### config.mk
export PLATFORM = sky130hd
export DESIGN_NAME = mode_strap_config_latch
export DESIGN_NICKNAME = d
export VERILOG_FILES = /design/src/level_sync.v /design/src/mode_strap_config_latch.v
export VERILOG_INCLUDE_DIRS = /design/src /design/src/src
export SDC_FILE = /design/constraint.sdc
export NUM_CORES = 1
export LEC_CHECK = 0
export ABC_AREA = 1
export BUFFER_PORTS_ARGS = -buffer_cell sky130_fd_sc_hd__buf_4
export CAP_MARGIN = 20
export CORE_ASPECT_RATIO = 1.4
export CORE_MARGIN = 5
export CORE_UTILIZATION = 33
export DETAILED_ROUTE_END_ITERATION = 10
export PLACE_DENSITY = 0.56
export SLEW_MARGIN = 10
export SYNTH_ARGS = -nofsm -noshare
export SYNTH_HDL_FRONTEND = slang
export SYNTH_SLANG_ARGS = --single-unit
export TNS_END_PERCENT = 20
### constraint.sdc
create_clock -name core_clk -period 1.8 [get_ports core_clk]
set_input_delay 0.27 -clock core_clk [delete_from_list [all_inputs] [get_ports core_clk]]
set_output_delay 0.27 -clock core_clk [all_outputs]
set_load 0.03 [all_outputs]
### src/strap_config_defines.vh
`ifndef STRAP_CONFIG_DEFINES_VH
`define STRAP_CONFIG_DEFINES_VH

// register offsets on the serial control bus
`define BRIDGE_CONTROL_OFFSET 8'h4F
`define BRIDGE_CONFIGURATION_OFFSET 8'h54
`define DUAL_LINK_CONTROL_ONE_OFFSET 8'h5B
`define REMOTE_ID_ADDR_OFFSET 8'h03

// field positions
`define DISPLAY_ID_SOURCE_BIT 0
`define AUX_AUDIO_BIT 1
`define REMOTE_ID_LOAD_BIT 5
`define OUTSIDE_CONTROLLER_BIT 7
`define CABLE_KIND_BIT 7

// reset values and the value read at unmapped offsets
`define BRIDGE_CONTROL_RESET 8'h00
`define BRIDGE_CONFIGURATION_RESET 8'h00
`define DUAL_LINK_CONTROL_ONE_RESET 8'h00
`define REMOTE_ID_ADDR_RESET 8'hA0
`define UNMAPPED_READ_VALUE 8'h00

// bus target address and strap settle time after reset release
`define TARGET_ADDR_DEFAULT 7'h0C
`define STRAP_SETTLE_CYCLES 2'h3
`define SYNC_STAGES 2

`endif

### src/level_sync.v
`timescale 1ns/1ns
`default_nettype none

// two-flop synchroniser for a group of independent level inputs;
// a multi-bit group is only safe here because the levels are static
module level_sync #(
    parameter WIDTH = 1,
    parameter [WIDTH-1:0] RESET_VALUE = {WIDTH{1'b0}}
) (
    input wire core_clk,
    input wire nrst,
    input wire [WIDTH-1:0] asyncIn,
    output wire [WIDTH-1:0] syncOut
);

    reg [WIDTH-1:0] meta_q;
    reg [WIDTH-1:0] stable_q;

    // first stage feeds only the second stage
    always @(posedge core_clk or negedge nrst) begin
        if (!nrst) begin
            meta_q <= RESET_VALUE;
            stable_q <= RESET_VALUE;
        end else begin
            meta_q <= asyncIn;
            stable_q <= meta_q;
        end
    end

    assign syncOut = stable_q;

endmodule

`default_nettype wire

### src/mode_strap_config_latch.v
`timescale 1ns/1ns
`default_nettype none
`include "strap_config_defines.vh"

module mode_strap_config_latch #(
    parameter [6:0] TARGET_ADDR = `TARGET_ADDR_DEFAULT
) (
    input wire core_clk,
    input wire nrst,
    // level indices from the strap front ends
    input wire [1:0] firstStrapInput,
    input wire [2:0] secondStrapInput,
    // serial control bus, open drain
    input wire sclIn,
    input wire sdaIn,
    output wire sdaOut,
    output wire sdaOe,
    // resolved configuration
    output wire displayIdSourceSelect,
    output wire auxAudioSelect,
    output wire externalControllerOverride,
    output wire cableKindSelect,
    output wire remoteDisplayIdLoad,
    output wire [7:0] remoteTableAddr,
    output wire configLoaded
);

    // bus engine states
    localparam [2:0] ST_IDLE = 3'h0;
    localparam [2:0] ST_ADDR = 3'h1;
    localparam [2:0] ST_OFFSET = 3'h2;
    localparam [2:0] ST_WDATA = 3'h3;
    localparam [2:0] ST_RDATA = 3'h4;
    localparam [2:0] ST_ACK = 3'h5;
    localparam [2:0] ST_RACK = 3'h6;

    wire [1:0] firstLevel;
    wire [2:0] secondLevel;
    wire sclSync;
    wire sdaSync;

    reg [7:0] bridgeControl_q;
    reg [7:0] bridgeConfig_q;
    reg [7:0] dualLinkControl_q;
    reg [7:0] remoteAddr_q;
    reg [1:0] settleCnt_q;
    reg captured_q;

    reg sclPrev_q;
    reg sdaPrev_q;
    reg [2:0] state_q;
    reg [2:0] afterAck_q;
    reg [3:0] bitCnt_q;
    reg [7:0] shift_q;
    reg [7:0] ptr_q;
    reg ackDrive_q;
    reg sdaOe_q;
    reg masterAck_q;
    reg writeStrobe_q;
    reg [7:0] writeAddr_q;
    reg [7:0] writeData_q;

    wire sclRise;
    wire sclFall;
    wire startSeen;
    wire stopSeen;
    wire [7:0] shiftNext;
    wire [7:0] readByte;

    // register read decode; unmapped offsets read as a fixed value
    function [7:0] readMux;
        input [7:0] offset;
        input [7:0] ctl;
        input [7:0] cfg;
        input [7:0] dual;
        input [7:0] rem;
        begin
            case (offset)
                `BRIDGE_CONTROL_OFFSET: readMux = ctl;
                `BRIDGE_CONFIGURATION_OFFSET: readMux = cfg;
                `DUAL_LINK_CONTROL_ONE_OFFSET: readMux = dual;
                `REMOTE_ID_ADDR_OFFSET: readMux = rem;
                default: readMux = `UNMAPPED_READ_VALUE;
            endcase
        end
    endfunction

    // strap levels come from analog front ends, so they are resynchronised
    level_sync #(
        .WIDTH(5),
        .RESET_VALUE(5'h00)
    ) strapSync (
        .core_clk(core_clk),
        .nrst(nrst),
        .asyncIn({secondStrapInput, firstStrapInput}),
        .syncOut({secondLevel, firstLevel})
    );

    // bus lines idle high, so the synchronisers reset high to avoid a false start
    level_sync #(
        .WIDTH(2),
        .RESET_VALUE(2'h3)
    ) busSync (
        .core_clk(core_clk),
        .nrst(nrst),
        .asyncIn({sclIn, sdaIn}),
        .syncOut({sclSync, sdaSync})
    );

    // settle counter: the strap synchroniser needs its stages filled before capture
    always @(posedge core_clk or negedge nrst) begin
        if (!nrst) begin
            settleCnt_q <= 2'h0;
            captured_q <= 1'b0;
        end else if (!captured_q) begin
            if (settleCnt_q == `STRAP_SETTLE_CYCLES) begin
                captured_q <= 1'b1; // one-shot, never rearmed until reset
            end else begin
                settleCnt_q <= settleCnt_q + 2'h1;
            end
        end
    end

    // configuration registers: strap capture once, then software owns the fields;
    // a bus write in the capture cycle still wins, so software is never undone
    always @(posedge core_clk or negedge nrst) begin
        if (!nrst) begin
            bridgeControl_q <= `BRIDGE_CONTROL_RESET;
            bridgeConfig_q <= `BRIDGE_CONFIGURATION_RESET;
            dualLinkControl_q <= `DUAL_LINK_CONTROL_ONE_RESET;
            remoteAddr_q <= `REMOTE_ID_ADDR_RESET; // remote table default address
        end else begin
            if (!captured_q && settleCnt_q == `STRAP_SETTLE_CYCLES) begin
                // lowest to highest level maps to pairs 00..11
                bridgeControl_q[`DISPLAY_ID_SOURCE_BIT] <= firstLevel[1];
                bridgeConfig_q[`AUX_AUDIO_BIT] <= firstLevel[0];
                // eight levels map to codes 000..111 in binary order
                bridgeConfig_q[`OUTSIDE_CONTROLLER_BIT] <= secondLevel[2];
                dualLinkControl_q[`CABLE_KIND_BIT] <= secondLevel[1];
                bridgeConfig_q[`REMOTE_ID_LOAD_BIT] <= secondLevel[0];
            end
            if (writeStrobe_q) begin
                // whole-byte writes override the strapped fields
                if (writeAddr_q == `BRIDGE_CONTROL_OFFSET) begin
                    bridgeControl_q <= writeData_q;
                end
                if (writeAddr_q == `BRIDGE_CONFIGURATION_OFFSET) begin
                    bridgeConfig_q <= writeData_q;
                end
                if (writeAddr_q == `DUAL_LINK_CONTROL_ONE_OFFSET) begin
                    dualLinkControl_q <= writeData_q;
                end
                if (writeAddr_q == `REMOTE_ID_ADDR_OFFSET) begin
                    remoteAddr_q <= writeData_q; // table address may be moved
                end
            end
        end
    end

    // bus line history for edge and start/stop detection
    always @(posedge core_clk or negedge nrst) begin
        if (!nrst) begin
            sclPrev_q <= 1'b1;
            sdaPrev_q <= 1'b1;
        end else begin
            sclPrev_q <= sclSync;
            sdaPrev_q <= sdaSync;
        end
    end

    assign sclRise = sclSync & ~sclPrev_q;
    assign sclFall = ~sclSync & sclPrev_q;
    assign startSeen = sclSync & sclPrev_q & sdaPrev_q & ~sdaSync;
    assign stopSeen = sclSync & sclPrev_q & ~sdaPrev_q & sdaSync;
    assign shiftNext = {shift_q[6:0], sdaSync};
    assign readByte = readMux(ptr_q, bridgeControl_q, bridgeConfig_q, dualLinkControl_q, remoteAddr_q);

    // serial control bus target: address, offset pointer, auto-increment data
    always @(posedge core_clk or negedge nrst) begin
        if (!nrst) begin
            state_q <= ST_IDLE;
            afterAck_q <= ST_IDLE;
            bitCnt_q <= 4'h0;
            shift_q <= 8'h00;
            ptr_q <= 8'h00;
            ackDrive_q <= 1'b0;
            sdaOe_q <= 1'b0;
            masterAck_q <= 1'b0;
            writeStrobe_q <= 1'b0;
            writeAddr_q <= 8'h00;
            writeData_q <= 8'h00;
        end else begin
            writeStrobe_q <= 1'b0;
            if (startSeen) begin
                // a repeated start also lands here and restarts addressing
                state_q <= ST_ADDR;
                bitCnt_q <= 4'h0;
                ackDrive_q <= 1'b0;
                sdaOe_q <= 1'b0;
            end else if (stopSeen) begin
                state_q <= ST_IDLE;
                ackDrive_q <= 1'b0;
                sdaOe_q <= 1'b0;
            end else begin
                case (state_q)
                    ST_IDLE: begin
                        sdaOe_q <= 1'b0;
                    end
                    ST_ADDR: begin
                        if (sclRise) begin
                            shift_q <= shiftNext;
                            bitCnt_q <= bitCnt_q + 4'h1;
                            if (bitCnt_q == 4'h7) begin
                                if (shiftNext[7:1] == TARGET_ADDR) begin
                                    state_q <= ST_ACK;
                                    afterAck_q <= shiftNext[0] ? ST_RDATA : ST_OFFSET;
                                end else begin
                                    // another target on the bus: stay silent until the next start
                                    state_q <= ST_IDLE;
                                end
                            end
                        end
                    end
                    ST_OFFSET: begin
                        if (sclRise) begin
                            shift_q <= shiftNext;
                            bitCnt_q <= bitCnt_q + 4'h1;
                            if (bitCnt_q == 4'h7) begin
                                ptr_q <= shiftNext;
                                state_q <= ST_ACK;
                                afterAck_q <= ST_WDATA;
                            end
                        end
                    end
                    ST_WDATA: begin
                        if (sclRise) begin
                            shift_q <= shiftNext;
                            bitCnt_q <= bitCnt_q + 4'h1;
                            if (bitCnt_q == 4'h7) begin
                                writeStrobe_q <= 1'b1;
                                writeAddr_q <= ptr_q;
                                writeData_q <= shiftNext;
                                ptr_q <= ptr_q + 8'h01;
                                state_q <= ST_ACK;
                                afterAck_q <= ST_WDATA;
                            end
                        end
                    end
                    ST_ACK: begin
                        // pull low from the eighth falling edge to the ninth
                        if (sclFall) begin
                            if (!ackDrive_q) begin
                                ackDrive_q <= 1'b1;
                                sdaOe_q <= 1'b1;
                            end else begin
                                ackDrive_q <= 1'b0;
                                state_q <= afterAck_q;
                                if (afterAck_q == ST_RDATA) begin
                                    shift_q <= readByte;
                                    sdaOe_q <= ~readByte[7];
                                    bitCnt_q <= 4'h1;
                                end else begin
                                    sdaOe_q <= 1'b0;
                                    bitCnt_q <= 4'h0;
                                end
                            end
                        end
                    end
                    ST_RDATA: begin
                        // msb first; a zero is a driven low, a one is released
                        if (sclFall) begin
                            if (bitCnt_q == 4'h8) begin
                                sdaOe_q <= 1'b0;
                                ptr_q <= ptr_q + 8'h01;
                                state_q <= ST_RACK;
                            end else begin
                                sdaOe_q <= ~shift_q[6];
                                shift_q <= {shift_q[6:0], 1'b0};
                                bitCnt_q <= bitCnt_q + 4'h1;
                            end
                        end
                    end
                    ST_RACK: begin
                        if (sclRise) begin
                            masterAck_q <= ~sdaSync;
                        end
                        if (sclFall) begin
                            if (masterAck_q) begin
                                shift_q <= readByte;
                                sdaOe_q <= ~readByte[7];
                                bitCnt_q <= 4'h1;
                                state_q <= ST_RDATA;
                            end else begin
                                // controller said no more; wait for stop or start
                                state_q <= ST_IDLE;
                            end
                        end
                    end
                    default: begin
                        state_q <= ST_IDLE;
                        sdaOe_q <= 1'b0;
                    end
                endcase
            end
        end
    end

    // open drain: the pin is only ever pulled low
    assign sdaOut = 1'b0;
    assign sdaOe = sdaOe_q;

    // field views; 0 searches remote then internal copy, 1 uses local table
    assign displayIdSourceSelect = bridgeControl_q[`DISPLAY_ID_SOURCE_BIT];
    // 0 plain HDMI audio, 1 adds the aux channel
    assign auxAudioSelect = bridgeConfig_q[`AUX_AUDIO_BIT];
    // 1 hands protection and input control to the bus pins
    assign externalControllerOverride = bridgeConfig_q[`OUTSIDE_CONTROLLER_BIT];
    // 0 twisted pair, 1 coaxial
    assign cableKindSelect = dualLinkControl_q[`CABLE_KIND_BIT];
    // 1 copies a found remote table into the internal copy
    assign remoteDisplayIdLoad = bridgeConfig_q[`REMOTE_ID_LOAD_BIT];
    assign remoteTableAddr = remoteAddr_q;
    assign configLoaded = captured_q;

endmodule

`default_nettype wire

==> impl_metrics.csv, run 1 <==
group,metric,value,unit
routing,wl_per_cell,14.6,um
worst_setup_path,crit_path_top_delay_cell,"dfrtp_1",
worst_setup_path,critPathLaunchType,"flop",
worst_setup_path,cp_slowest_stage_delay,0.39,ns
finish,nFillCells,1421,
synthesis,synth_area_per_cell,8.11,sq um
synthesis,synth.distinct_cells,33,
placed_design,dpl.hpwl,8.91,mm
synthesis,ys_seq_elements,96,
timing,rsz0062_at_grt,"true",
finish,syn2layout_area_growth,20.4,%
placed_design,io_buffers,23,
synthesis,yosysWarnings,0,
synthesis,yosysTopAreaCell,"dfrtp_1",
die,core_area,13800,sq um
finish,fin_cells,810,
die,fp-row-count,51,
placed_design,place_ws,0.0414,ns
routing,vias,3925,
power_and_ir_drop,netSwitchingPower,1.38,mW
power_and_ir_drop,p_comb_share,10.7,%
routing,wirelength,11.8,mm
worst_setup_path,cp_max_fo,5,
synthesis,synth_area_leaders,"dfrtp_1 48%, nand2_1 13%, nand3_1 6.7%",
global_routing,overflow,0,
die,die-area,16500,sq um
finish,final_common_cell,"nand2_1",
cts,numCtsBuffers,9,
routing,drc,0,
die,num_io_pins,25,
cts,clockBufferDepth,2,
global_routing,grtUsageMet2,27.0,%
global_routing,use_met1,18.1,%
timing,finalSetupViolCount,0,
timing,slew_violations,0,
flow_run,maxCapViolations,0,
worst_setup_path,critPathKind,"flop to flop",
placed_design,dp_cells,790,
timing,fin_crit_sh,93.3,%
worst_setup_path,cp_common_cell,"nand2_1",
cts,cts_tree,"done",
power_and_ir_drop,power_frac_seq,49.3,%
die,fp.dieW,110,um
global_routing,grt_usage,15.4,%
timing,fin_setup_tns,0,ns
worst_setup_path,required,2.04,ns
global_routing,grt_pass1_wl,19.8,mm
finish,diodes,0,
power_and_ir_drop,power,4.99,mW
power_and_ir_drop,power.internal,3.61,mW
global_routing,grt_use_met3,2.42,%
synthesis,syn_inst,569,
global_routing,grt_pass1_vias,4058,
power_and_ir_drop,p_clk_share,40.0,%
routing,drt_iter0_drc,183,
cts,clock-root-buffer,"clkbuf_16",
worst_setup_path,crit_arrival,1.92,ns
die,die_h,150,um
power_and_ir_drop,peakVddDrop,0.428,mV
timing,setup_ws,0.120,ns
worst_setup_path,path_buf_inv,1,
cts,htree_num_levels,3,
die,initial_core_util,33.3,%
finish,drive_gt1_share,16.8,%
synthesis,synth_top_area_share,47.7,%
routing,avgViaCountPerCell,4.85,
global_routing,grt_start_max_net_pins,56,
timing,fmax,595,MHz
synthesis,seq_area_frac_synth,52.3,%
cts,clkTransAtPathRegs,0.07,ns
global_routing,antenna_found_initial,0,
synthesis,syn_area,4620,sq um
timing,clock_skew,0.00890,ns
timing,fin_crit,1.68,ns
cts,clk_latency,0.34,ns
finish,final_cell_mix,"158 x nand2_1, 87 x dfrtp_1, 61 x nand3_1, 61 x o21ai_0, 56 x inv_1",
placed_design,place.gp.congestion,0.929,
finish,nets,634,
global_routing,grt_busiest_layer,"met2",
worst_setup_path,crit_chain,"ha_1 -> nand3_2 -> clkinvlp_2 -> nand3_1 -> nand2_1 -> nor2_1 -> nand2_1 -> nand3_1 -> nand2_1",
outcome,status,"complete, no violations",
routing,drtAntennaViolNets,0,
cts,cts.sinks,96,
worst_setup_path,crit_family,"simple AND/OR/NAND/NOR gates",
routing,dr.pass1.iters,4,
worst_setup_path,end_kind,"flop",
synthesis,syn_nets,583,
timing,hold_viol,0,
worst_hold_path,min_path_type,"primary input to flop",
power_and_ir_drop,power.leakage,2.53,nW
power_and_ir_drop,power_per_cell_area,899,nW/um^2
power_and_ir_drop,p_sw_share,27.6,%
==> cells by family (layout without fill, tap and decap cells) <==
logic type	Yosys count	after routing	synth area share, %
buffers and inverters	72	128	6.56
flip-flops	96	96	52.3
XOR/XNOR	3	3	0.569
AO/OA/AOI/OAI	83	83	9.54
AND/OR/NAND/NOR	309	309	29.6
adder cells (fa/ha/maj)	5	5	1.36
other	1	1	0.0812
==> flip-flops by register name, summed over array words and instances (netlist names), 7 cells and up <==
register	count
bridgeControl_q	8
dualLinkControl_q	8
shift_q	7
writeAddr_q	8
remoteTableAddr	8
bridgeConfig_q	8
writeData_q	8
ptr_q	8
==> per-stage QoR <==
stage               utilization, %  area [sq um]  hold slack [ns]
floorplan                        -          4620          -0.0256
CTS                           39.6          5480           0.0223
detailed placement            37.3          5160            0.184
global placement              37.3          5160            0.181
global route                  40.1          5560           0.0145
finish                        40.1          5560           0.0360
==> per-layer routing <==
metal,share of wire (%),up-vias
met3,3.2,24
li1,-,1948
met4,3.0,0
met2,53,86
met1,41,1867
met5,0,-
==> area by class of cell <==
cell class	instances	area (sq um)	area share (%)
clock inverter	7	90.1	1.62
multi-input combinational	401	1930	34.8
tap	185	231	4.17
timing repair inverter	1	5.00	0.0901
sequential	96	2410	43.4
timing repair buffer	52	434	7.82
inverter	59	225	4.05
clock buffer	9	225	4.05
==> worst register-to-register path, stage by stage, from the launching register on <==
cell and delay (ns):
dfrtp_1 0.39, ha_1 0.23, nand3_2 0.16, clkinvlp_2 0.30, nand3_1 0.17, nand2_1 0.06, nor2_1 0.10, nand2_1 0.06
nand3_1 0.07, nand2_1 0.04
==> Yosys cell counts (all sizes together) <==
| cell | count |
|---|---|
| xnor2 | 1 |
| nand4 | 11 |
| nand3 | 64 |
| inv | 58 |
| o21a | 1 |
| clkbuf | 4 |
| nor3 | 10 |
| or2 | 3 |
| dfstp | 8 |
| clkinv | 1 |
| o21ai | 62 |
| dfrtp | 88 |
| buf | 9 |
| nand3b | 2 |
| nor2 | 56 |
| nand2 | 163 |
| a31oi | 6 |
| a21oi | 9 |
| o211ai | 4 |
| xor2 | 2 |
| ha | 5 |
| conb | 1 |
| o22ai | 1 |
==> path summary, 6_finish.rpt <==
| kind | startpoint | endpoint | slack, ns | cells after the start |
|---|---|---|---|---|
| worst min register to register | strapSync.meta_q[2] | strapSync.syncOut[2] | 0.35 | 0 |
| worst min-delay path | secondStrapInput[0] | strapSync.meta_q[2] | 0.04 | 1 |
| worst max-delay path | ptr_q[1] | shift_q[3] | 0.12 | 9 |
| min in group asynchronous | nrst | strapSync.meta_q[0] | 0.36 | 2 |
| max in group asynchronous | nrst | remoteTableAddr[5] | 0.81 | 3 |
| worst max register to register | ptr_q[1] | shift_q[3] | 0.12 | 9 |
==> power by group through the flow <==
stage          Clock, mW  Combinational, mW  Sequential [mW]
5_1_grt             2.13              0.613             2.48
3_3_place_gp           0              0.508             2.49
6_report            1.99              0.535             2.46
2_1_floorplan          0              0.342             2.46
3_5_place_dp           0              0.528             2.50
4_1_cts             2.05              0.532             2.46
==> timing repair <==
action	CTS	global route
setup endpoints to repair	0	21
resized for setup	0	10
hold buffers	1	0
setup buffers	0	2
hold endpoints to repair	15	0
(Power assumes the default switching activity.)
==> run 2: changes to the inputs <==
--- a/config.mk
+++ b/config.mk
@@ -7,13 +7,14 @@
 export NUM_CORES = 1
 export LEC_CHECK = 0
 export ABC_AREA = 1
+export ABC_CLOCK_PERIOD_IN_PS = 1400
 export BUFFER_PORTS_ARGS = -buffer_cell sky130_fd_sc_hd__buf_4
 export CAP_MARGIN = 20
 export CORE_ASPECT_RATIO = 1.4
 export CORE_MARGIN = 5
 export CORE_UTILIZATION = 33
 export DETAILED_ROUTE_END_ITERATION = 10
-export PLACE_DENSITY = 0.56
+export PLACE_DENSITY = 0.58
 export SLEW_MARGIN = 10
 export SYNTH_ARGS = -nofsm -noshare
 export SYNTH_HDL_FRONTEND = slang
==> constraint.sdc (replaced) <==
create_clock -name core_clk -period 1.4 [get_ports core_clk]
set_input_delay 0.21 -clock core_clk [delete_from_list [all_inputs] [get_ports core_clk]]
set_output_delay 0.21 -clock core_clk [all_outputs]
set_load 0.03 [all_outputs]
==> impl_metrics.csv, run 2 (synthesized netlist as in run 1, its figures left out) <==
group,metric,value,unit
outcome,status,"complete, but fails checks",
outcome,violations,"negative setup slack",
worst_setup_path,crit_arrival,1.83,ns
power_and_ir_drop,power.leakage,2.99,nW
power_and_ir_drop,p_comb_share,18.5,%
power_and_ir_drop,peakVddDrop,0.678,mV
global_routing,antenna_found_initial,0,
worst_hold_path,min_path_type,"primary input to asynchronous set/reset pin",
finish,final_common_cell,"nand2_1",
global_routing,grt_usage,17.5,%
power_and_ir_drop,power.internal,4.76,mW
finish,fin_area,6510,sq um
cts,clkTransAtPathRegs,0.06,ns
timing,fin_crit,1.60,ns
routing,avgViaCountPerCell,4.82,
power_and_ir_drop,p_sw_share,27.6,%
placed_design,place.gp.congestion,0.868,
timing,setup_ws,-0.195,ns
worst_setup_path,end_kind,"flop",
timing,fmax,627,MHz
placed_design,dpl.hpwl,9.61,mm
die,num_io_pins,25,
power_and_ir_drop,netSwitchingPower,1.81,mW
die,die-area,16500,sq um
global_routing,grt_pass1_wl,22.1,mm
cts,cts_tree,"done",
cts,cts.sinks,96,
finish,diodes,0,
routing,drtAntennaViolNets,0,
finish,syn2layout_area_growth,41.1,%
timing,hold_viol,0,
cts,clk_latency,0.34,ns
placed_design,place_ws,-0.265,ns
global_routing,overflow,0,
global_routing,grt_start_max_net_pins,39,
power_and_ir_drop,p_clk_share,34.5,%
die,core_area,13800,sq um
flow_run,maxCapViolations,0,
finish,nets,709,
cts,clock-root-buffer,"clkbuf_16",
die,die_h,150,um
cts,clockBufferDepth,2,
routing,drc,0,
cts,htree_num_levels,3,
finish,nFillCells,1354,
routing,wl_per_cell,14.7,um
global_routing,grt_pass1_vias,4454,
worst_setup_path,required,1.64,ns
timing,slew_violations,0,
worst_setup_path,critPathLaunchType,"flop",
placed_design,dpl_cell_area,5780,sq um
power_and_ir_drop,power_per_cell_area,1010,nW/um^2
routing,wirelength,13.0,mm
routing,drt_iter0_drc,184,
power_and_ir_drop,power_frac_seq,47.1,%
cts,numCtsBuffers,9,
timing,rsz0062_at_grt,"true",
routing,vias,4267,
die,initial_core_util,33.3,%
die,fp.dieW,110,um
finish,final_cell_mix,"140 x nand2_1, 95 x buf_4, 86 x dfrtp_1",
routing,dr.pass1.iters,4,
worst_setup_path,critPathKind,"flop to flop",
placed_design,io_buffers,23,
timing,fin_crit_sh,114,%
die,fp-row-count,51,
timing,clock_skew,0.00667,ns
worst_setup_path,cp_max_fo,8,
finish,drive_gt1_share,32.4,%
timing,finalSetupViolCount,43,
-- run 2: cell types whose count changed in the layout (fill, tap and decap cells not counted), moves of 10 or more --
cell / before / now
buf_6: 1 / 11
inv_1: 56 / 46
o21ai_1: 1 / 15
nand2_1: 158 / 140
buf_12: 3 / 13
nand2_2: 4 / 18
nor2_1: 43 / 29
o21ai_0: 61 / 44
buf_4: 47 / 95
-- run 2: power by group through the flow --
stage / registers, mW / clock network (mW) / logic [mW]
finish: 3.09 / 2.26 / 1.21
global route: 3.12 / 2.45 / 1.35
CTS: 3.09 / 2.33 / 1.21
detailed placement: 3.12 / 0 / 1.09
global placement: 3.11 / 0 / 1.07
floorplan: 3.16 / 0 / 0.449
-- run 2: critical path: stages, from the launching register on --
cell and delay [ns]:
dfrtp_1 0.39, buf_6 0.13, inv_4 0.05, ha_4 0.11, nand2_2 0.05, nor2_2 0.11, buf_6 0.17, nand3_4 0.08
nand2_2 0.07, nor2_2 0.04, nand2_1 0.08, nand2_1 0.08, nand2_1 0.07, nand2_1 0.05
-- run 2: path summary, 6_finish.rpt --
kind | from | end | cells after the start | slack (ns)
worst max-delay path | ptr_q[0] | sdaOe | 13 | -0.20
worst min-delay path | nrst | sdaOe | 2 | 0.31
worst max register to register | ptr_q[0] | sdaOe | 13 | -0.20
worst min register to register | strapSync.meta_q[4] | strapSync.syncOut[4] | 0 | 0.35
max in group asynchronous | nrst | remoteTableAddr[5] | 3 | 0.50
min in group core_clk | strapSync.meta_q[4] | strapSync.syncOut[4] | 0 | 0.35
-- run 2: routing by layer --
metal  up-vias  global-route usage (%)  wire [um]
li1       2116                       -          -
met1      2054                    20.2       5190
met2        71                    30.2       6930
met3        26                    3.02        464
met4         0                    9.30        418
met5         -                       0          0
-- run 2: cell type report --
class | instances | area [sq um] | share of cell area, %
flip-flops and latches | 96 | 2410 | 37.1
multi-input cells | 402 | 2190 | 33.6
well taps | 185 | 231 | 3.55
clock inverters | 4 | 30.0 | 0.461
inverters | 59 | 235 | 3.61
clock buffers | 12 | 236 | 3.63
repair buffers | 127 | 1180 | 18.1
-- run 2: what timing repair did --
item                                   in CTS  in global routing
gates cloned                                2                  0
setup buffers                               9                  0
pin swaps                                  32                 17
resized for setup                          73                 30
endpoints found under the hold margin      22                  0
hold buffers                                8                  0
setup endpoints to repair                  62                 67
-- run 2: per-stage QoR --
step / hold slack [ns] / util, % / setup TNS [ns] / total power [mW] / cells
after global routing: 0.352 / 47.0 / -9.90 / 6.92 / 885
after floorplan: -0.0856 / - / -1.04 / 3.61 / 569
final: 0.312 / 47.0 / -5.65 / 6.57 / 885
after global placement: 0.141 / 41.7 / -7.08 / 4.19 / 851
after CTS: 0.318 / 46.5 / -5.92 / 6.64 / 886
after detailed placement: 0.144 / 41.7 / -8.32 / 4.21 / 851
